[config.mk]
export PLATFORM = sky130hd
export DESIGN_NAME = bsle_exec
export DESIGN_NICKNAME = d
export VERILOG_FILES = /design/src/logic/bsle_cond.v /design/src/logic/bsle_exec.v
export VERILOG_INCLUDE_DIRS = /design/src /design/src/logic
export SDC_FILE = /design/constraint.sdc
export NUM_CORES = 1
export LEC_CHECK = 0
export BUFFER_PORTS_ARGS = -buffer_cell sky130_fd_sc_hd__buf_2
export CAP_MARGIN = 20
export CORE_MARGIN = 4
export CORE_UTILIZATION = 30
export CTS_CLUSTER_SIZE = 8
export DETAILED_ROUTE_END_ITERATION = 10
export SYNTH_ARGS = -nofsm -noshare
export SYNTH_HDL_FRONTEND = slang
export SYNTH_SLANG_ARGS = --single-unit
[constraint.sdc]
create_clock -name mclk -period 4.1 [get_ports mclk]
set_clock_uncertainty 0.15 [all_clocks]
set_input_delay 0.205 -clock mclk [delete_from_list [all_inputs] [get_ports mclk]]
set_output_delay 0.205 -clock mclk [all_outputs]
set_load 0.005 [all_outputs]
[src/logic/bsle_defines.vh]
// Constants for the skip, branch and load execution block
`ifndef BSLE_DEFINES_VH
`define BSLE_DEFINES_VH

// ----------------------------------------------------------------
// Operation codes presented by the decode stage
// ----------------------------------------------------------------
`define BSLE_OP_W                          5
`define BSLE_OP_SKIP_IF_REG_BIT_CLEAR      5'h00
`define BSLE_OP_SKIP_IF_REG_BIT_SET        5'h01
`define BSLE_OP_SKIP_IF_IO_BIT_CLEAR       5'h02
`define BSLE_OP_SKIP_IF_IO_BIT_SET         5'h03
`define BSLE_OP_BRANCH_FLAG_SET            5'h04
`define BSLE_OP_BRANCH_FLAG_CLEAR          5'h05
`define BSLE_OP_BRANCH_ON_EQUAL            5'h06
`define BSLE_OP_BRANCH_ON_UNEQUAL          5'h07
`define BSLE_OP_BRANCH_CARRY_SET           5'h08
`define BSLE_OP_BRANCH_CARRY_CLEAR         5'h09
`define BSLE_OP_BRANCH_UNSIGNED_GE         5'h0a
`define BSLE_OP_BRANCH_UNSIGNED_LT         5'h0b
`define BSLE_OP_BRANCH_NEGATIVE            5'h0c
`define BSLE_OP_BRANCH_NONNEGATIVE         5'h0d
`define BSLE_OP_BRANCH_SIGNED_GE           5'h0e
`define BSLE_OP_BRANCH_SIGNED_LT           5'h0f
`define BSLE_OP_BRANCH_HALFCARRY_SET       5'h10
`define BSLE_OP_BRANCH_HALFCARRY_CLEAR     5'h11
`define BSLE_OP_BRANCH_USER_BIT_SET        5'h12
`define BSLE_OP_BRANCH_USER_BIT_CLEAR      5'h13
`define BSLE_OP_BRANCH_OVERFLOW_SET        5'h14
`define BSLE_OP_BRANCH_OVERFLOW_CLEAR      5'h15
`define BSLE_OP_BRANCH_INTERRUPTS_ON       5'h16
`define BSLE_OP_BRANCH_INTERRUPTS_OFF      5'h17
`define BSLE_OP_POINTER_LOAD_POST_INC      5'h18
`define BSLE_OP_POINTER_LOAD_PRE_DEC       5'h19
`define BSLE_OP_POINTER_OFFSET_LOAD        5'h1a
`define BSLE_OP_DIRECT_MEMORY_LOAD         5'h1b

// ----------------------------------------------------------------
// Status flag bit positions
// ----------------------------------------------------------------
`define BSLE_FLAG_C                        0
`define BSLE_FLAG_Z                        1
`define BSLE_FLAG_N                        2
`define BSLE_FLAG_V                        3
`define BSLE_FLAG_H                        5
`define BSLE_FLAG_T                        6
`define BSLE_FLAG_I                        7

// ----------------------------------------------------------------
// Pointer pair selectors
// ----------------------------------------------------------------
`define BSLE_PTR_X                         2'h0
`define BSLE_PTR_Y                         2'h1
`define BSLE_PTR_Z                         2'h2

// ----------------------------------------------------------------
// Program counter steps and extra wait cycles
// ----------------------------------------------------------------
`define BSLE_PC_STEP_ONE                   16'h0001
`define BSLE_PC_STEP_TWO                   16'h0002
`define BSLE_PC_STEP_THREE                 16'h0003
`define BSLE_WAIT_NONE                     2'h0
`define BSLE_WAIT_ONE                      2'h1
`define BSLE_WAIT_TWO                      2'h2

// ----------------------------------------------------------------
// Reset values
// ----------------------------------------------------------------
`define BSLE_RST_ADDR                      16'h0000
`define BSLE_RST_BYTE                      8'h00

`endif

[src/logic/bsle_cond.v]
// Condition evaluator for skips and flag-tested branches
`include "bsle_defines.vh"

module bsle_cond (
  input  wire [4:0] op,
  input  wire [7:0] flags,
  input  wire [2:0] sel_bit,
  input  wire [7:0] reg_val,
  input  wire [7:0] io_val,
  output reg        hit
);

  // ----------------------------------------------------------------
  // Condition decode
  // ----------------------------------------------------------------
  // Flags are only read here, never written back
  always @* begin
    hit = 1'b0;
    case (op)
      `BSLE_OP_SKIP_IF_REG_BIT_CLEAR: hit = ~reg_val[sel_bit]; // [RQ1]
      `BSLE_OP_SKIP_IF_REG_BIT_SET:   hit = reg_val[sel_bit];  // [RQ2]
      `BSLE_OP_SKIP_IF_IO_BIT_CLEAR:  hit = ~io_val[sel_bit];  // [RQ3]
      `BSLE_OP_SKIP_IF_IO_BIT_SET:    hit = io_val[sel_bit];   // [RQ4]
      `BSLE_OP_BRANCH_FLAG_SET:       hit = flags[sel_bit];    // [RQ5]
      `BSLE_OP_BRANCH_FLAG_CLEAR:     hit = ~flags[sel_bit];   // [RQ5]
      `BSLE_OP_BRANCH_ON_EQUAL:     hit = flags[`BSLE_FLAG_Z];  // [RQ6]
      `BSLE_OP_BRANCH_ON_UNEQUAL:   hit = ~flags[`BSLE_FLAG_Z]; // [RQ6]
      `BSLE_OP_BRANCH_CARRY_SET:    hit = flags[`BSLE_FLAG_C];  // [RQ7]
      `BSLE_OP_BRANCH_CARRY_CLEAR:  hit = ~flags[`BSLE_FLAG_C]; // [RQ7]
      `BSLE_OP_BRANCH_UNSIGNED_GE:  hit = ~flags[`BSLE_FLAG_C]; // [RQ8]
      `BSLE_OP_BRANCH_UNSIGNED_LT:  hit = flags[`BSLE_FLAG_C];  // [RQ8]
      `BSLE_OP_BRANCH_NEGATIVE:     hit = flags[`BSLE_FLAG_N];  // [RQ9]
      `BSLE_OP_BRANCH_NONNEGATIVE:  hit = ~flags[`BSLE_FLAG_N]; // [RQ9]
      `BSLE_OP_BRANCH_SIGNED_GE:
        hit = ~(flags[`BSLE_FLAG_N] ^ flags[`BSLE_FLAG_V]);    // [RQ10]
      `BSLE_OP_BRANCH_SIGNED_LT:
        hit = flags[`BSLE_FLAG_N] ^ flags[`BSLE_FLAG_V];       // [RQ10]
      `BSLE_OP_BRANCH_HALFCARRY_SET:   hit = flags[`BSLE_FLAG_H];  // [RQ11]
      `BSLE_OP_BRANCH_HALFCARRY_CLEAR: hit = ~flags[`BSLE_FLAG_H]; // [RQ11]
      `BSLE_OP_BRANCH_USER_BIT_SET:    hit = flags[`BSLE_FLAG_T];  // [RQ12]
      `BSLE_OP_BRANCH_USER_BIT_CLEAR:  hit = ~flags[`BSLE_FLAG_T]; // [RQ12]
      `BSLE_OP_BRANCH_OVERFLOW_SET:    hit = flags[`BSLE_FLAG_V];  // [RQ13]
      `BSLE_OP_BRANCH_OVERFLOW_CLEAR:  hit = ~flags[`BSLE_FLAG_V]; // [RQ13]
      `BSLE_OP_BRANCH_INTERRUPTS_ON:   hit = flags[`BSLE_FLAG_I];  // [RQ14]
      `BSLE_OP_BRANCH_INTERRUPTS_OFF:  hit = ~flags[`BSLE_FLAG_I]; // [RQ14]
      default: hit = 1'b0;
    endcase
  end

endmodule // bsle_cond

[src/logic/bsle_exec.v]
// Skip, relative branch and data load execution unit
// Function
// RQ1 - Skip next when register bit clear
// RQ2 - Skip next when register bit set
// RQ3 - Skip next when I/O bit clear
// RQ4 - Skip next when I/O bit set
// RQ5 - Generic flag branch, set or clear
// RQ6 - Equal/unequal branch on zero flag
// RQ7 - Carry set/clear branches on carry flag
// RQ8 - Unsigned ge on carry clear, lt set
// RQ9 - Minus/plus branches on negative flag
// RQ10 - Signed ge/lt on N xor V
// RQ11 - Half carry branches on H flag
// RQ12 - Transfer bit branches on T flag
// RQ13 - Overflow branches on V flag
// RQ14 - Interrupt state branches on I flag
// RQ15 - Post-increment pointer load, two cycles
// RQ16 - Pre-decrement pointer load, two cycles
// RQ17 - Displacement load from Y or Z
// RQ18 - Direct memory load, two cycles
// RQ19 - Branch 1/2 cycles, skip 1/2/3
// RQ20 - Status flags never modified here
`include "bsle_defines.vh"

module bsle_exec (
  input  wire        mclk,
  input  wire        rst_b,
  input  wire        cmd_valid,
  output wire        cmd_ready,
  input  wire [4:0]  cmd_op,
  input  wire [15:0] cmd_pc,
  input  wire        cmd_next_long,
  input  wire [2:0]  cmd_bit,
  input  wire [7:0]  cmd_reg_val,
  input  wire [5:0]  cmd_io_addr,
  input  wire [6:0]  cmd_k,
  input  wire [1:0]  cmd_ptr_sel,
  input  wire [5:0]  cmd_disp,
  input  wire [4:0]  cmd_dest,
  input  wire [15:0] cmd_addr,
  input  wire [7:0]  flags,
  input  wire [15:0] ptr_x,
  input  wire [15:0] ptr_y,
  input  wire [15:0] ptr_z,
  output reg         io_re_q,
  output reg  [5:0]  io_addr_q,
  input  wire [7:0]  io_rdata,
  output reg         dm_re_q,
  output reg  [15:0] dm_addr_q,
  input  wire [7:0]  dm_rdata,
  output reg         ptr_we_q,
  output reg  [1:0]  ptr_wsel_q,
  output reg  [15:0] ptr_wdata_q,
  output reg         rf_we_q,
  output reg  [4:0]  rf_waddr_q,
  output reg  [7:0]  rf_wdata_q,
  output reg         done_q,
  output reg  [15:0] pc_next_q
);

  // ----------------------------------------------------------------
  // States
  // ----------------------------------------------------------------
  localparam [1:0] ST_IDLE = 2'h0;
  localparam [1:0] ST_IOEV = 2'h1;
  localparam [1:0] ST_LOAD = 2'h2;
  localparam [1:0] ST_WAIT = 2'h3;

  // Command context held while the unit is busy
  reg  [1:0]  state_q;
  reg  [4:0]  op_q;
  reg  [15:0] pc_q;
  reg         long_q;
  reg  [2:0]  bit_q;
  reg         load_q;
  reg  [1:0]  wait_q;
  // Condition result and load address helpers
  wire        hit;
  wire [4:0]  cond_op;
  wire [2:0]  cond_bit;
  reg  [15:0] ptr_sel_val;
  reg  [15:0] ld_addr;

  // ----------------------------------------------------------------
  // Helpers
  // ----------------------------------------------------------------
  // Counter arithmetic wraps at 16 bits, as the fetch side expects
  function [15:0] pc_add;
    input [15:0] base;
    input [15:0] delta;
    begin
      pc_add = base + delta;
    end
  endfunction

  // Skip distance depends on the length of the instruction skipped
  function [15:0] skip_step;
    input long_next;
    begin
      skip_step = long_next ? `BSLE_PC_STEP_THREE : `BSLE_PC_STEP_TWO;
    end
  endfunction

  // Port skips need a read before they can be judged
  function is_io_skip;
    input [4:0] op;
    begin
      is_io_skip = (op == `BSLE_OP_SKIP_IF_IO_BIT_CLEAR) ||
                   (op == `BSLE_OP_SKIP_IF_IO_BIT_SET);
    end
  endfunction

  // Register skips are judged from the operand sent with the command
  function is_reg_skip;
    input [4:0] op;
    begin
      is_reg_skip = (op == `BSLE_OP_SKIP_IF_REG_BIT_CLEAR) ||
                    (op == `BSLE_OP_SKIP_IF_REG_BIT_SET);
    end
  endfunction

  // Load codes form one contiguous run at the top of the code map
  function is_load;
    input [4:0] op;
    begin
      is_load = (op >= `BSLE_OP_POINTER_LOAD_POST_INC) &&
                (op <= `BSLE_OP_DIRECT_MEMORY_LOAD);
    end
  endfunction

  // ----------------------------------------------------------------
  // Condition unit
  // ----------------------------------------------------------------
  // While idle the fresh command is judged; later the held one
  assign cmd_ready = (state_q == ST_IDLE);
  assign cond_op   = cmd_ready ? cmd_op : op_q;
  assign cond_bit  = cmd_ready ? cmd_bit : bit_q;

  bsle_cond u_cond (
    .op      (cond_op),
    .flags   (flags),
    .sel_bit (cond_bit),
    .reg_val (cmd_reg_val),
    .io_val  (io_rdata),
    .hit     (hit)
  );

  // ----------------------------------------------------------------
  // Load address formation
  // ----------------------------------------------------------------
  // Displacement only uses Y or Z; an X selector falls back to Y
  always @* begin
    case (cmd_ptr_sel)
      `BSLE_PTR_X: ptr_sel_val = ptr_x;
      `BSLE_PTR_Y: ptr_sel_val = ptr_y;
      default:     ptr_sel_val = ptr_z;
    endcase
    // Read address for each load form
    case (cmd_op)
      `BSLE_OP_POINTER_LOAD_PRE_DEC:
        ld_addr = ptr_sel_val - `BSLE_PC_STEP_ONE;          // [RQ16]
      `BSLE_OP_POINTER_OFFSET_LOAD:
        ld_addr = ((cmd_ptr_sel == `BSLE_PTR_Z) ? ptr_z : ptr_y) +
                  {10'h000, cmd_disp};                      // [RQ17]
      `BSLE_OP_DIRECT_MEMORY_LOAD:
        ld_addr = cmd_addr;                                 // [RQ18]
      default:
        ld_addr = ptr_sel_val;                              // [RQ15]
    endcase
  end

  // ----------------------------------------------------------------
  // Sequencer
  // ----------------------------------------------------------------
  // No flag write port exists, so every status bit is left as is
  // [RQ20]
  always @(posedge mclk or negedge rst_b) begin
    if (!rst_b) begin
      state_q     <= ST_IDLE;
      op_q        <= 5'h00;
      pc_q        <= `BSLE_RST_ADDR;
      long_q      <= 1'b0;
      bit_q       <= 3'h0;
      load_q      <= 1'b0;
      wait_q      <= `BSLE_WAIT_NONE;
      io_re_q     <= 1'b0;
      io_addr_q   <= 6'h00;
      dm_re_q     <= 1'b0;
      dm_addr_q   <= `BSLE_RST_ADDR;
      ptr_we_q    <= 1'b0;
      ptr_wsel_q  <= `BSLE_PTR_X;
      ptr_wdata_q <= `BSLE_RST_ADDR;
      rf_we_q     <= 1'b0;
      rf_waddr_q  <= 5'h00;
      rf_wdata_q  <= `BSLE_RST_BYTE;
      done_q      <= 1'b0;
      pc_next_q   <= `BSLE_RST_ADDR;
    end else begin
      // Strobes last one cycle unless re-armed below
      io_re_q  <= 1'b0;
      dm_re_q  <= 1'b0;
      ptr_we_q <= 1'b0;
      rf_we_q  <= 1'b0;
      done_q   <= 1'b0;
      case (state_q)
        ST_IDLE: begin
          if (cmd_valid) begin
            // Capture the command so later states need no live input
            op_q       <= cmd_op;
            pc_q       <= cmd_pc;
            long_q     <= cmd_next_long;
            bit_q      <= cmd_bit;
            rf_waddr_q <= cmd_dest;
            load_q     <= is_load(cmd_op);
            if (is_io_skip(cmd_op)) begin
              // I/O space answers while the read strobe and address stand
              io_re_q   <= 1'b1;
              io_addr_q <= cmd_io_addr;                     // [RQ3] [RQ4]
              state_q   <= ST_IOEV;
            end else if (is_load(cmd_op)) begin
              // Memory answers while the read strobe stands
              dm_re_q   <= 1'b1;
              dm_addr_q <= ld_addr;
              state_q   <= ST_LOAD;
              // Direct load is a two-word instruction
              if (cmd_op == `BSLE_OP_DIRECT_MEMORY_LOAD) begin
                pc_next_q <= pc_add(cmd_pc, `BSLE_PC_STEP_TWO); // [RQ18]
              end else begin
                pc_next_q <= pc_add(cmd_pc, `BSLE_PC_STEP_ONE);
              end
              // Write-back leaves with the read, which uses the old value
              if (cmd_op == `BSLE_OP_POINTER_LOAD_POST_INC) begin
                ptr_we_q    <= 1'b1;
                ptr_wsel_q  <= cmd_ptr_sel;
                ptr_wdata_q <= ptr_sel_val + `BSLE_PC_STEP_ONE; // [RQ15]
              end else if (cmd_op == `BSLE_OP_POINTER_LOAD_PRE_DEC) begin
                // Read and write back the same decremented address
                ptr_we_q    <= 1'b1;
                ptr_wsel_q  <= cmd_ptr_sel;
                ptr_wdata_q <= ld_addr;                      // [RQ16]
              end
            end else if (is_reg_skip(cmd_op)) begin
              state_q <= ST_WAIT;
              if (hit) begin
                pc_next_q <= pc_add(cmd_pc,
                                    skip_step(cmd_next_long)); // [RQ1] [RQ2]
                wait_q    <= cmd_next_long ? `BSLE_WAIT_TWO
                                           : `BSLE_WAIT_ONE;  // [RQ19]
              end else begin
                pc_next_q <= pc_add(cmd_pc, `BSLE_PC_STEP_ONE);
                wait_q    <= `BSLE_WAIT_NONE;                // [RQ19]
              end
            end else begin
              // Every remaining code is a relative branch
              // Offset is in signed words; the sum wraps with the counter
              state_q <= ST_WAIT;
              if (hit) begin
                pc_next_q <= pc_add(cmd_pc,
                                    {{9{cmd_k[6]}}, cmd_k} +
                                    `BSLE_PC_STEP_ONE);      // [RQ5]
                wait_q    <= `BSLE_WAIT_ONE;                 // [RQ19]
              end else begin
                pc_next_q <= pc_add(cmd_pc, `BSLE_PC_STEP_ONE);
                wait_q    <= `BSLE_WAIT_NONE;                // [RQ19]
              end
            end
          end
        end
        ST_IOEV: begin
          // Port data stands now; the held code and bit judge it
          if (hit) begin
            pc_next_q <= pc_add(pc_q, skip_step(long_q));    // [RQ3] [RQ4]
            wait_q    <= long_q ? `BSLE_WAIT_ONE
                                : `BSLE_WAIT_NONE;           // [RQ19]
            state_q   <= ST_WAIT;
          end else begin
            pc_next_q <= pc_add(pc_q, `BSLE_PC_STEP_ONE);
            done_q    <= 1'b1;                               // [RQ19]
            state_q   <= ST_IDLE;
          end
        end
        ST_LOAD: begin
          // Memory data is taken while the read strobe stands
          rf_wdata_q <= dm_rdata;                            // [RQ15]
          wait_q     <= `BSLE_WAIT_NONE;
          state_q    <= ST_WAIT;
        end
        ST_WAIT: begin
          // Burns the extra cycles that a taken branch or skip costs
          if (wait_q == `BSLE_WAIT_NONE) begin
            done_q  <= 1'b1;
            rf_we_q <= load_q;                               // [RQ18]
            state_q <= ST_IDLE;
          end else begin
            wait_q <= wait_q - `BSLE_WAIT_ONE;
          end
        end
        default: begin
          // Unused state code: recover to idle rather than hang
          state_q <= ST_IDLE;
        end
      endcase
    end
  end

endmodule // bsle_exec

# [After elaboration in Yosys (flattened, before gate mapping)]
# Cells that the tools add are included.
[classes] mux=62 eq_ne=41 bitwise=13 n_addsub=11 n_reduce_logical=19 order_cmp=3
[op_table] cell="$mux W16" count=11
[op_table] cell="$pmux W16 S2" count=2
[op_table] cell="$eq A5 B5 Y1 const B" count=12
[op_table] cell="$add A16 B1 Y16 const B" count=3
[op_table] cell="$pmux W16 S3" count=1
[op_table] cell="$eq A5 B4 Y1 const B" count=8
[op_table] cell="$add A16 B2 Y16" count=2
[op_table] cell="$mux W2" count=14
[op_table] cell="$mux W1" count=25
[op_table] cell="$pmux W1 S22" count=1
[op_table] cell="$eq A5 B2 Y1 const B" count=4
[op_table] cell="$eq A5 B3 Y1 const B" count=4
[op_table] cell="$add A16 B16 Y16" count=1
[op_table] cell="$add A16 B2 Y16 const B" count=1
[op_table] cell="$add A16 B6 Y16" count=1
[op_table] cell="$pmux W2 S4" count=2
[op_table] cell="$sub A16 B1 Y16 const B" count=1
[op_table] cell="$ne A2 B2 Y1 const B" count=6
[op_table] cell="$not A1 Y1" count=12
[op_table] cell="$eq A5 B1 Y1 const B" count=2
[op_table] cell="$logic_not A5 Y1" count=2
[op_table] cell="$reduce_and A5 Y1" count=2
[op_table] cell="$bmux W1 S3" count=3
[op_table] cell="$add A7 B2 Y8 const B" count=1
[op_table] cell="18 further kinds" count=28
[word_totals] inputBits=150 elab_cells=168 out_inout_bits=75 regBits=104

# [Longest topological paths before layout]
# Gate-level depths: netlist of the first run.
[depth] ltp_word=12 ltp_mapped=26 mapped_depth_nobuf=20

# [Cells and area by module]
# From an unflattened synthesis of the first run, not the netlist that was laid out.
[hier_totals] hier_cells=1143 area_unflattened_um2=9255.1
[by_module_without_submodules] module="bsle_exec" seq_area_each_um2=2602.5 area_per_inst_um2=8853.5 instances=1 cells_each=1100
[by_module_without_submodules] module="bsle_cond" seq_area_each_um2=0.0 area_per_inst_um2=401.6 instances=1 cells_each=43

# [Worst setup path before layout of the first run]
# Ideal clock, no wire load.
[synth_timing] kind="register to register" start="register state_q[1]" end="register pc_next_q[11]" path_slack_ns=-0.143 setup_time_ns=0.077 required_time_ns=3.873 path_buffers=4 synth_period_minus_slack_ns=4.243 arrival_time_ns=4.016 path_stages_with_launch=23 cell_sequence="dfrtp_1 -> buf_6 -> or2_1 -> buf_6 -> o21ai_1 -> xnor2_1 -> o32ai_1 -> a2111oi_4 -> o311ai_1 -> nor2_4 -> o21bai_4 -> buf_6 -> buf_4 -> ha_1 -> a21o_1 -> nand4_1 -> nor2_1 -> nand3_1 -> xnor2_1 -> nor2_1 -> a311oi_1 -> a21oi_1 -> a21oi_1"
[synth_between] elab_chain_cells=12 word_cells_on_any_way=52 cone_classes="26 x eq/ne; 17 x mux; 3 x bitwise; 6 x reduce/logical"
[synth_lines] element="start: declaration" line_no="bsle_exec.v:70" text="reg [1:0] state_q;"
[synth_lines] element="start signal: assignment" line_no="bsle_exec.v:179" text="state_q <= ST_IDLE;"
[synth_lines] element="start signal: assignment" line_no="bsle_exec.v:219" text="state_q <= ST_IOEV;"
[synth_lines] element="start signal: assignment" line_no="bsle_exec.v:224" text="state_q <= ST_LOAD;"
[synth_lines] element="$logic_not A2 Y1" line_no="bsle_exec.v:135, bsle_exec.v:205"
[synth_lines] element="$mux W3" line_no="bsle_exec.v:137" text="assign cond_bit = cmd_ready ? cmd_bit : bit_q;"
[synth_lines] element="$bmux W1 S3, on equally long branches"
[synth_lines] element="$mux W1, on equally long branches"
[synth_lines] element="$not A1 Y1, on equally long branches" line_no="bsle_cond.v:25, bsle_cond.v:20, bsle_cond.v:22"
[synth_lines] element="$pmux W1 S22" line_no="bsle_cond.v:19" text="case (op)"
[synth_lines] element="$mux W16, on equally long branches" line_no="bsle_exec.v:257, bsle_exec.v:244"
[synth_lines] element="$mux W16" line_no="bsle_exec.v:242" text="end else if (is_reg_skip(cmd_op)) begin"
[synth_lines] element="$mux W16" line_no="bsle_exec.v:220" text="end else if (is_load(cmd_op)) begin"
[synth_lines] element="$mux W16" line_no="bsle_exec.v:215" text="if (is_io_skip(cmd_op)) begin"
[synth_lines] element="$mux W16" line_no="bsle_exec.v:207" text="if (cmd_valid) begin"
[synth_lines] element="$pmux W16 S2" line_no="bsle_exec.v:205" text="case (state_q)"
[synth_lines] element="end signal: assignment" line_no="bsle_exec.v:197" text="pc_next_q <= `BSLE_RST_ADDR;"
[synth_lines] element="end signal: assignment" line_no="bsle_exec.v:227" text="pc_next_q <= pc_add(cmd_pc, `BSLE_PC_STEP_TWO);"
[synth_lines] element="end signal: assignment" line_no="bsle_exec.v:229" text="pc_next_q <= pc_add(cmd_pc, `BSLE_PC_STEP_ONE);"
[synth_lines] element="end: declaration" line_no="bsle_exec.v:58" text="output reg [15:0] pc_next_q"
# Several ways; a longest one is shown, not always the timed one. The select of a mux whose other input is x is not followed.
# A chain may end at the register's enable or synchronous reset.

# [Worst setup path in the final report of the first run]
[layout_timing] start="register state_q[1]" end="register pc_next_q[10]"
# Same word-level chain as after synthesis.

==> flow_summary_export.csv, run 1 <==
group,metric,value,unit
route,ant_nets,0,
global_route,overflow,0,
worst_setup_path,critPathArrivalTime,4.08,ns
timing,slew_viol_final,0,
clock_tree,cts_tree,"built",
worst_setup_path,rrSetupSlack,0.09,ns
worst_hold_path,min_path_cells,3,
placed_design,dpl.cell_count,1774,
worst_setup_path,reg2reg_to,"pc_next_q[10]",
placed_design,place_area,0.01084,mm2
global_route,grt_max_degree,55,
placed_design,io_buffers,224,
logic_synthesis,synth_warnings,0,
global_route,track_usage,19.31,%
route,num_vias,9764,
timing,tns,0,ns
final_layout,final_area,0.01164,mm2
timing,max_freq,0.2495,GHz
worst_hold_path,min_to,"pc_q[4]",
final_layout,diodes,0,
final_layout,nets,1616,
status,status,"finished, final reports clean",
floorplanning,ios,225,
worst_hold_path,min_from,"cmd_pc[4]",
global_route,grt_pass1_vias,9220,
clock_tree,ctsHtreeMaxLevel,3,
worst_setup_path,crit_path_end_kind,"flip-flop",
route,drtIter0Drc,869,
route,drcViolationCount,0,
logic_synthesis,yosysTopAreaCellShare,28.42,%
floorplanning,rows,63,
logic_synthesis,ys_seq_area_share,28.42,%
logic_synthesis,syn-cell-area,0.009158,mm2
floorplanning,fp.dieH,182.7,um
timing,layout_min_cycle_time,4.008,ns
clock_tree,clock_sinks,104,
worst_setup_path,critPathKind,"reg2reg",
worst_hold_path,hold_class,"in2reg",
placed_design,gp_congestion,0.8798,
worst_setup_path,cp-start-kind,"flip-flop",
final_layout,syn_to_final_growth,27.13,%
worst_setup_path,cp.required,4.17,ns
floorplanning,start_util,30.65,%
floorplanning,dieArea,0.03338,mm2
logic_synthesis,ys_async_sr_fraction,100.0,%
logic_synthesis,synth_cells,1178,
timing,timing.final.crit_share,97.76,%
logic_synthesis,yosysMostFrequentCell,"nand2_1",
pwr,power_leakage,0.005480,uW
final_layout,drive_gt1_share,25.07,%
global_route,grt_pass1_wl,51670,um
logic_synthesis,yosysTopAreaCell,"dfrtp_1",
clock_tree,clk_latency,0.36,ns
job,cap_viol_max_count,0,
pwr,power.density,548.1,mW/mm2
logic_synthesis,syn_nets,1363,
worst_setup_path,crit_fanout,8,
route,wire_per_inst,18.31,um
timing,rsz0062_at_grt,"true",
pwr,power,6381,uW
placed_design,dp_hpwl,25790,um
timing,hold_violations,0,
logic_synthesis,synth_area_per_cell,7.774,um2
pwr,peakVddDrop,415.2,uV
route,wl,33440,um
clock_tree,path_clk_slew,0.08,ns
logic_synthesis,synth_edf_count,0,
timing,worst_pin_slew,0.8445,ns
logic_synthesis,netlist_top_cells_area,"dfrtp_1, nand2_1, xnor2_1",
timing,maxSlewHeadroom,42.09,%
worst_setup_path,worstRegToRegCells,18,
final_layout,fillers,3104,
worst_setup_path,rr_startpoint,"state_q[1]",
logic_synthesis,synth-seq-cells,104,
floorplanning,die_x,182.7,um
route,via_per_inst,5.347,
global_route,antenna_found_initial,6,
route,firstDrtPassIters,6,
clock_tree,cts_root_buf,"clkbuf_16",
clock_tree,ctsLongestPathBuffers,2,
logic_synthesis,synth_commonest_cells,"nand2_1, dfrtp_1, nor2_1, o21ai_0, xnor2_1",
floorplanning,core,0.02987,mm2
logic_synthesis,postSynth.topFlopCell,"dfrtp_1",
logic_synthesis,ys_types,82,
clock_tree,cts_buffers,9,
timing,setup_viol,0,
final_layout,fin_cells,1826,
critical path, cell delays in order (launching register included):
cell	delay, ns
dfrtp_1	0.42
or2_4	0.30
buf_8	0.15
and3_4	0.18
a31oi_4	0.19
o32ai_4	0.11
a2111oi_4	0.40
o311ai_4	0.19
nor2_4	0.17
o21bai_4	0.10
nand2b_1	0.09
ha_2	0.19
fa_2	0.23
nand4_1	0.23
nor2_4	0.20
nand2_1	0.08
xnor2_1	0.13
a222oi_1	0.27
o21ai_1	0.10
through the flow:
step | worst slack (ns) | utilization (%) | hold slack (ns)
6_report | 0.09176 | 38.97 | 0.01585
5_1_grt | -0.1743 | 38.97 | 0.01006
4_1_cts | 0.04217 | 38.14 | 0.003779
3_5_place_dp | -0.003892 | 36.30 | 0.1942
3_3_place_gp | 0.07496 | 36.30 | 0.1950
2_1_floorplan | -0.02733 | - | -0.2406
routing by layer:
layer	up-vias	track usage, %	wire, um
met1	4648	27.83	15610
met3	49	3.807	2371
met2	342	29.63	14720
met4	12	5.044	666
li1	4713	-	-
met5	-	0	76
flip-flops by register name, indices dropped and copies added, names as in the netlist:
signal / flops
wait_q: 2
ptr_we_q: 1
rf_wdata_q: 8
done_q: 1
io_re_q: 1
pc_q: 16
pc_next_q: 16
dm_re_q: 1
rf_waddr_q: 5
op_q: 5
bit_q: 3
load_q: 1
io_addr_q: 6
long_q: 1
rf_we_q: 1
ptr_wdata_q: 16
state_q: 2
ptr_wsel_q: 2
dm_addr_q: 16
cell families after synthesis:
family                   synth area share [%]
flip-flops                              28.42
AND/OR/NAND/NOR                         23.66
AO/OA/AOI/OAI                           21.96
buffers and inverters                   4.481
multiplexers                            7.460
adder cells (fa/ha/maj)                 5.028
XOR/XNOR                                8.990
worst max path at each step:
stage / slack [ns] / start / endpoint / depth (start not counted)
3_5_place_dp: -0.004 / state_q[1] / pc_next_q[10] / 18
4_1_cts: 0.04 / state_q[1] / pc_next_q[10] / 18
2_1_floorplan: -0.03 / state_q[1] / pc_next_q[11] / 24
5_1_grt: -0.17 / state_q[0] / pc_next_q[10] / 18
6_report: 0.09 / state_q[1] / pc_next_q[10] / 18
3_3_place_gp: 0.07 / state_q[1] / pc_next_q[10] / 18
placed cells by master (no fill, tap or decap), drive strengths merged, types with 4 or more instances in the layout:
cell / instances
a2111oi: 4
a211oi: 11
a21boi: 4
a21o: 17
a21oi: 57
a221o: 4
a221oi: 12
a222oi: 4
a22oi: 10
a31oi: 14
and2: 6
and3: 15
buf: 279
clkbuf: 12
clkinv: 4
dfrtp: 104
dlygate4sd3: 27
ha: 32
inv: 29
mux2: 18
mux2i: 40
nand2: 258
nand2b: 8
nand3: 42
nand4: 12
nor2: 86
nor2b: 6
nor3: 26
nor3b: 4
nor4: 9
o211ai: 13
o21a: 14
o21ai: 82
o22a: 5
o22ai: 14
o31ai: 8
or2: 5
or3: 5
xnor2: 61
xor2: 33
power by group:
| group | internal, uW | leakage, uW | switching (uW) |
|---|---|---|---|
| sequential | 1460 | 0.00132 | 310 |
| combinational | 1730 | 0.00402 | 2040 |
| clock | 432 | 0.000133 | 414 |
repair_timing:
action | in CTS | in global routing
pin swaps | 0 | 21
hold buffers | 27 | 0
setup buffers | 0 | 9
endpoints found under the hold margin | 78 | 0
setup endpoints to repair | 1 | 11
resized for setup | 1 | 37
layout make-up:
type                    instances  area [um2]  share of cell area, %
well taps                     390       488.0                  4.191
clock buffers                  12       246.5                  2.117
repair buffers                306        1827                  15.69
inverters                      30       120.1                  1.032
multi-input cells             980        6329                  54.36
flip-flops and latches        104        2603                  22.35
clock inverters                 4       30.03                 0.2579
(Power assumes the default switching activity.)
==> run 2: changes to the inputs <==
Settings changed: PLACE_DENSITY_LB_ADDON set to 0.1.
==> run 2 against run 1 <==
Effect of this change:
- global-route usage grew 0.74 points
- critical path type unchanged
- cell count grew 0.16%
- flip-flop and latch count is the same
- die area is the same
- utilization grew 0.11 points
- clock power grew 12%
- combinational power shrank 1%
- sequential share of layout area shrank 0.062 points
- largest power group unchanged
- register-to-register slack gained 0.11 ns
- routed wire length grew 1.7%
==> flow_summary_export.csv, run 2 (synthesis results as in run 1) <==
group,metric,value,unit
status,status,"finished, final reports clean",
final_layout,post-route-util,39.08,%
timing,hold_violations,0,
placed_design,place_ws,0.05935,ns
route,firstDrtPassIters,5,
final_layout,drive_gt1_share,24.97,%
final_layout,syn_to_final_growth,27.49,%
global_route,grt_max_degree,56,
clock_tree,cts_root_buf,"clkbuf_16",
route,via_per_inst,5.206,
timing,maxSlewHeadroom,44.12,%
route,ant_nets,0,
worst_hold_path,hold_class,"in2reg",
pwr,peakVddDrop,406.7,uV
floorplanning,ios,225,
timing,rsz0062_at_grt,"true",
clock_tree,path_clk_slew,0.08,ns
timing,timing.final.crit_share,95.19,%
final_layout,nets,1618,
final_layout,most-common-layout-cells,"nand2_1, buf_2, dfrtp_1",
pwr,power,6444,uW
worst_setup_path,critPathKind,"reg2reg",
pwr,power_leakage,0.005503,uW
timing,setup_viol,0,
pwr,power.density,552.0,mW/mm2
floorplanning,die_x,182.7,um
worst_setup_path,critPathMaxStageDelay,0.67,ns
global_route,overflow,0,
global_route,track_usage,20.05,%
route,num_vias,9522,
timing,layout_min_cycle_time,3.903,ns
placed_design,dp_hpwl,26560,um
route,drcViolationCount,0,
timing,final.setup.worst_slack,0.1973,ns
worst_setup_path,crit_path_end_kind,"flip-flop",
route,drtIter0Drc,570,
worst_setup_path,crit_fanout,7,
route,wl,34000,um
pwr,seqPwrFrac,27.5,%
global_route,grt_pass1_vias,9194,
timing,max_freq,0.2562,GHz
worst_setup_path,cp.required,4.19,ns
clock_tree,ctsLongestPathBuffers,2,
clock_tree,clock_sinks,104,
floorplanning,rows,63,
pwr,p_clk_share,14.7,%
floorplanning,dieArea,0.03338,mm2
global_route,grt_pass1_wl,53230,um
route,wire_per_inst,18.59,um
final_layout,fillers,3201,
pwr,p_comb_share,57.8,%
worst_setup_path,crit_slowest_cell,"or4b_2",
timing,slew_viol_final,0,
worst_setup_path,cp-start-kind,"flip-flop",
pwr,intPower,3670,uW
global_route,antenna_found_initial,5,
floorplanning,start_util,30.65,%
job,cap_viol_max_count,0,
timing,worst_pin_slew,0.8351,ns
clock_tree,cts_buffers,9,
final_layout,layout_commonest_cell,"nand2_1",
pwr,swShare,43.05,%
clock_tree,ctsHtreeMaxLevel,3,
placed_design,gp_congestion,0.8623,
floorplanning,fp.dieH,182.7,um
worst_setup_path,critPathArrivalTime,4.00,ns
timing,whs,0.01371,ns
worst_setup_path,worstPathCellList,"buf_12 -> or4b_2 -> o21ai_2 -> inv_1 -> o32ai_1 -> a2111oi_4 -> o311ai_4 -> nor2_4 -> o21bai_4 -> nand2b_1 -> ha_2 -> fa_2 -> nand4_1 -> nor2_1 -> xnor2_1 -> o21ai_1 -> a311oi_1 -> a21oi_1",
pwr,p_switching,2774,uW
placed_design,io_buffers,224,
clock_tree,clk_latency,0.36,ns
clock_tree,cts_tree,"built",
floorplanning,core,0.02987,mm2
run 2: changes by cell type in the layout (fill, tap and decap cells not counted), moves of 2 or more:
cell	previous run	this run
inv_6	0	3
clkbuf_1	2	0
clkinv_4	2	0
mux2i_2	2	0
o21ai_0	70	72
o21ai_1	10	8
run 2: repair_timing:
action | in CTS | in global routing
resized for setup | 0 | 35
hold buffers | 27 | 0
endpoints found under the hold margin | 79 | 0
endpoints found under the setup margin | 0 | 9
buffers inserted | 0 | 7
run 2: worst max-delay path: cells and delay by family, from the launching register on:
kind,cells,cell delay [ns]
AO/OA/AOI/OAI,8,1.21
buffers and inverters,2,0.21
flip-flops,1,0.41
adder cells (fa/ha/maj),2,0.57
AND/OR/NAND/NOR,5,1.08
XOR/XNOR,1,0.16
run 2: cell type report:
cell class | instances | area [um2] | share of cell area, %
diodes | 1 | 2.502 | 0.02143
clock buffers | 10 | 239.0 | 2.047
clock inverters | 6 | 71.32 | 0.6109
inverters | 30 | 120.1 | 1.029
multi-input cells | 980 | 6294 | 53.91
flip-flops and latches | 104 | 2603 | 22.29
well taps | 390 | 488.0 | 4.180
repair buffers | 308 | 1858 | 15.91
run 2: stage by stage:
step | std cells | cell area, um2 | setup TNS [ns]
2_1_floorplan | 1178 | 9179 | -0.02733
3_3_place_gp | 1778 | 10890 | 0
3_5_place_dp | 1778 | 10890 | 0
4_1_cts | 1821 | 11470 | 0
5_1_grt | 1829 | 11670 | -0.1588
6_report | 1829 | 11670 | 0
run 2: power by group through the flow:
stage | logic (uW) | clock network [uW] | registers (uW)
after global placement | 3470 | 0 | 1780
after CTS | 3510 | 979 | 1760
after floorplan | 2330 | 0 | 1750
after global routing | 4160 | 1020 | 1820
final | 3730 | 948 | 1770
after detailed placement | 3480 | 0 | 1780
run 2: worst paths after layout:
check	from	cells past startpoint	end	slack [ns]
worst max-delay path	state_q[1]	18	pc_next_q[6]	0.20
min in group asynchronous	rst_b	2	dm_addr_q[8]	0.31
worst min register to register	io_addr_q[0]	2	io_addr_q[0]	0.32
worst max register to register	state_q[1]	18	pc_next_q[6]	0.20
max in group asynchronous	rst_b	3	pc_q[8]	2.58
worst min-delay path	cmd_pc[12]	3	pc_q[12]	0.01
run 2: per-layer routing:
layer / vias up / routed length (um) / track usage [%] / share of wire [%]
met1: 4500 / 17080 / 30.37 / 50
met3: 30 / 2010 / 3.309 / 5.9
met5: - / 55 / 0 / 0.16
met2: 275 / 14420 / 29.90 / 42
li1: 4709 / - / - / -
met4: 8 / 429 / 4.383 / 1.3
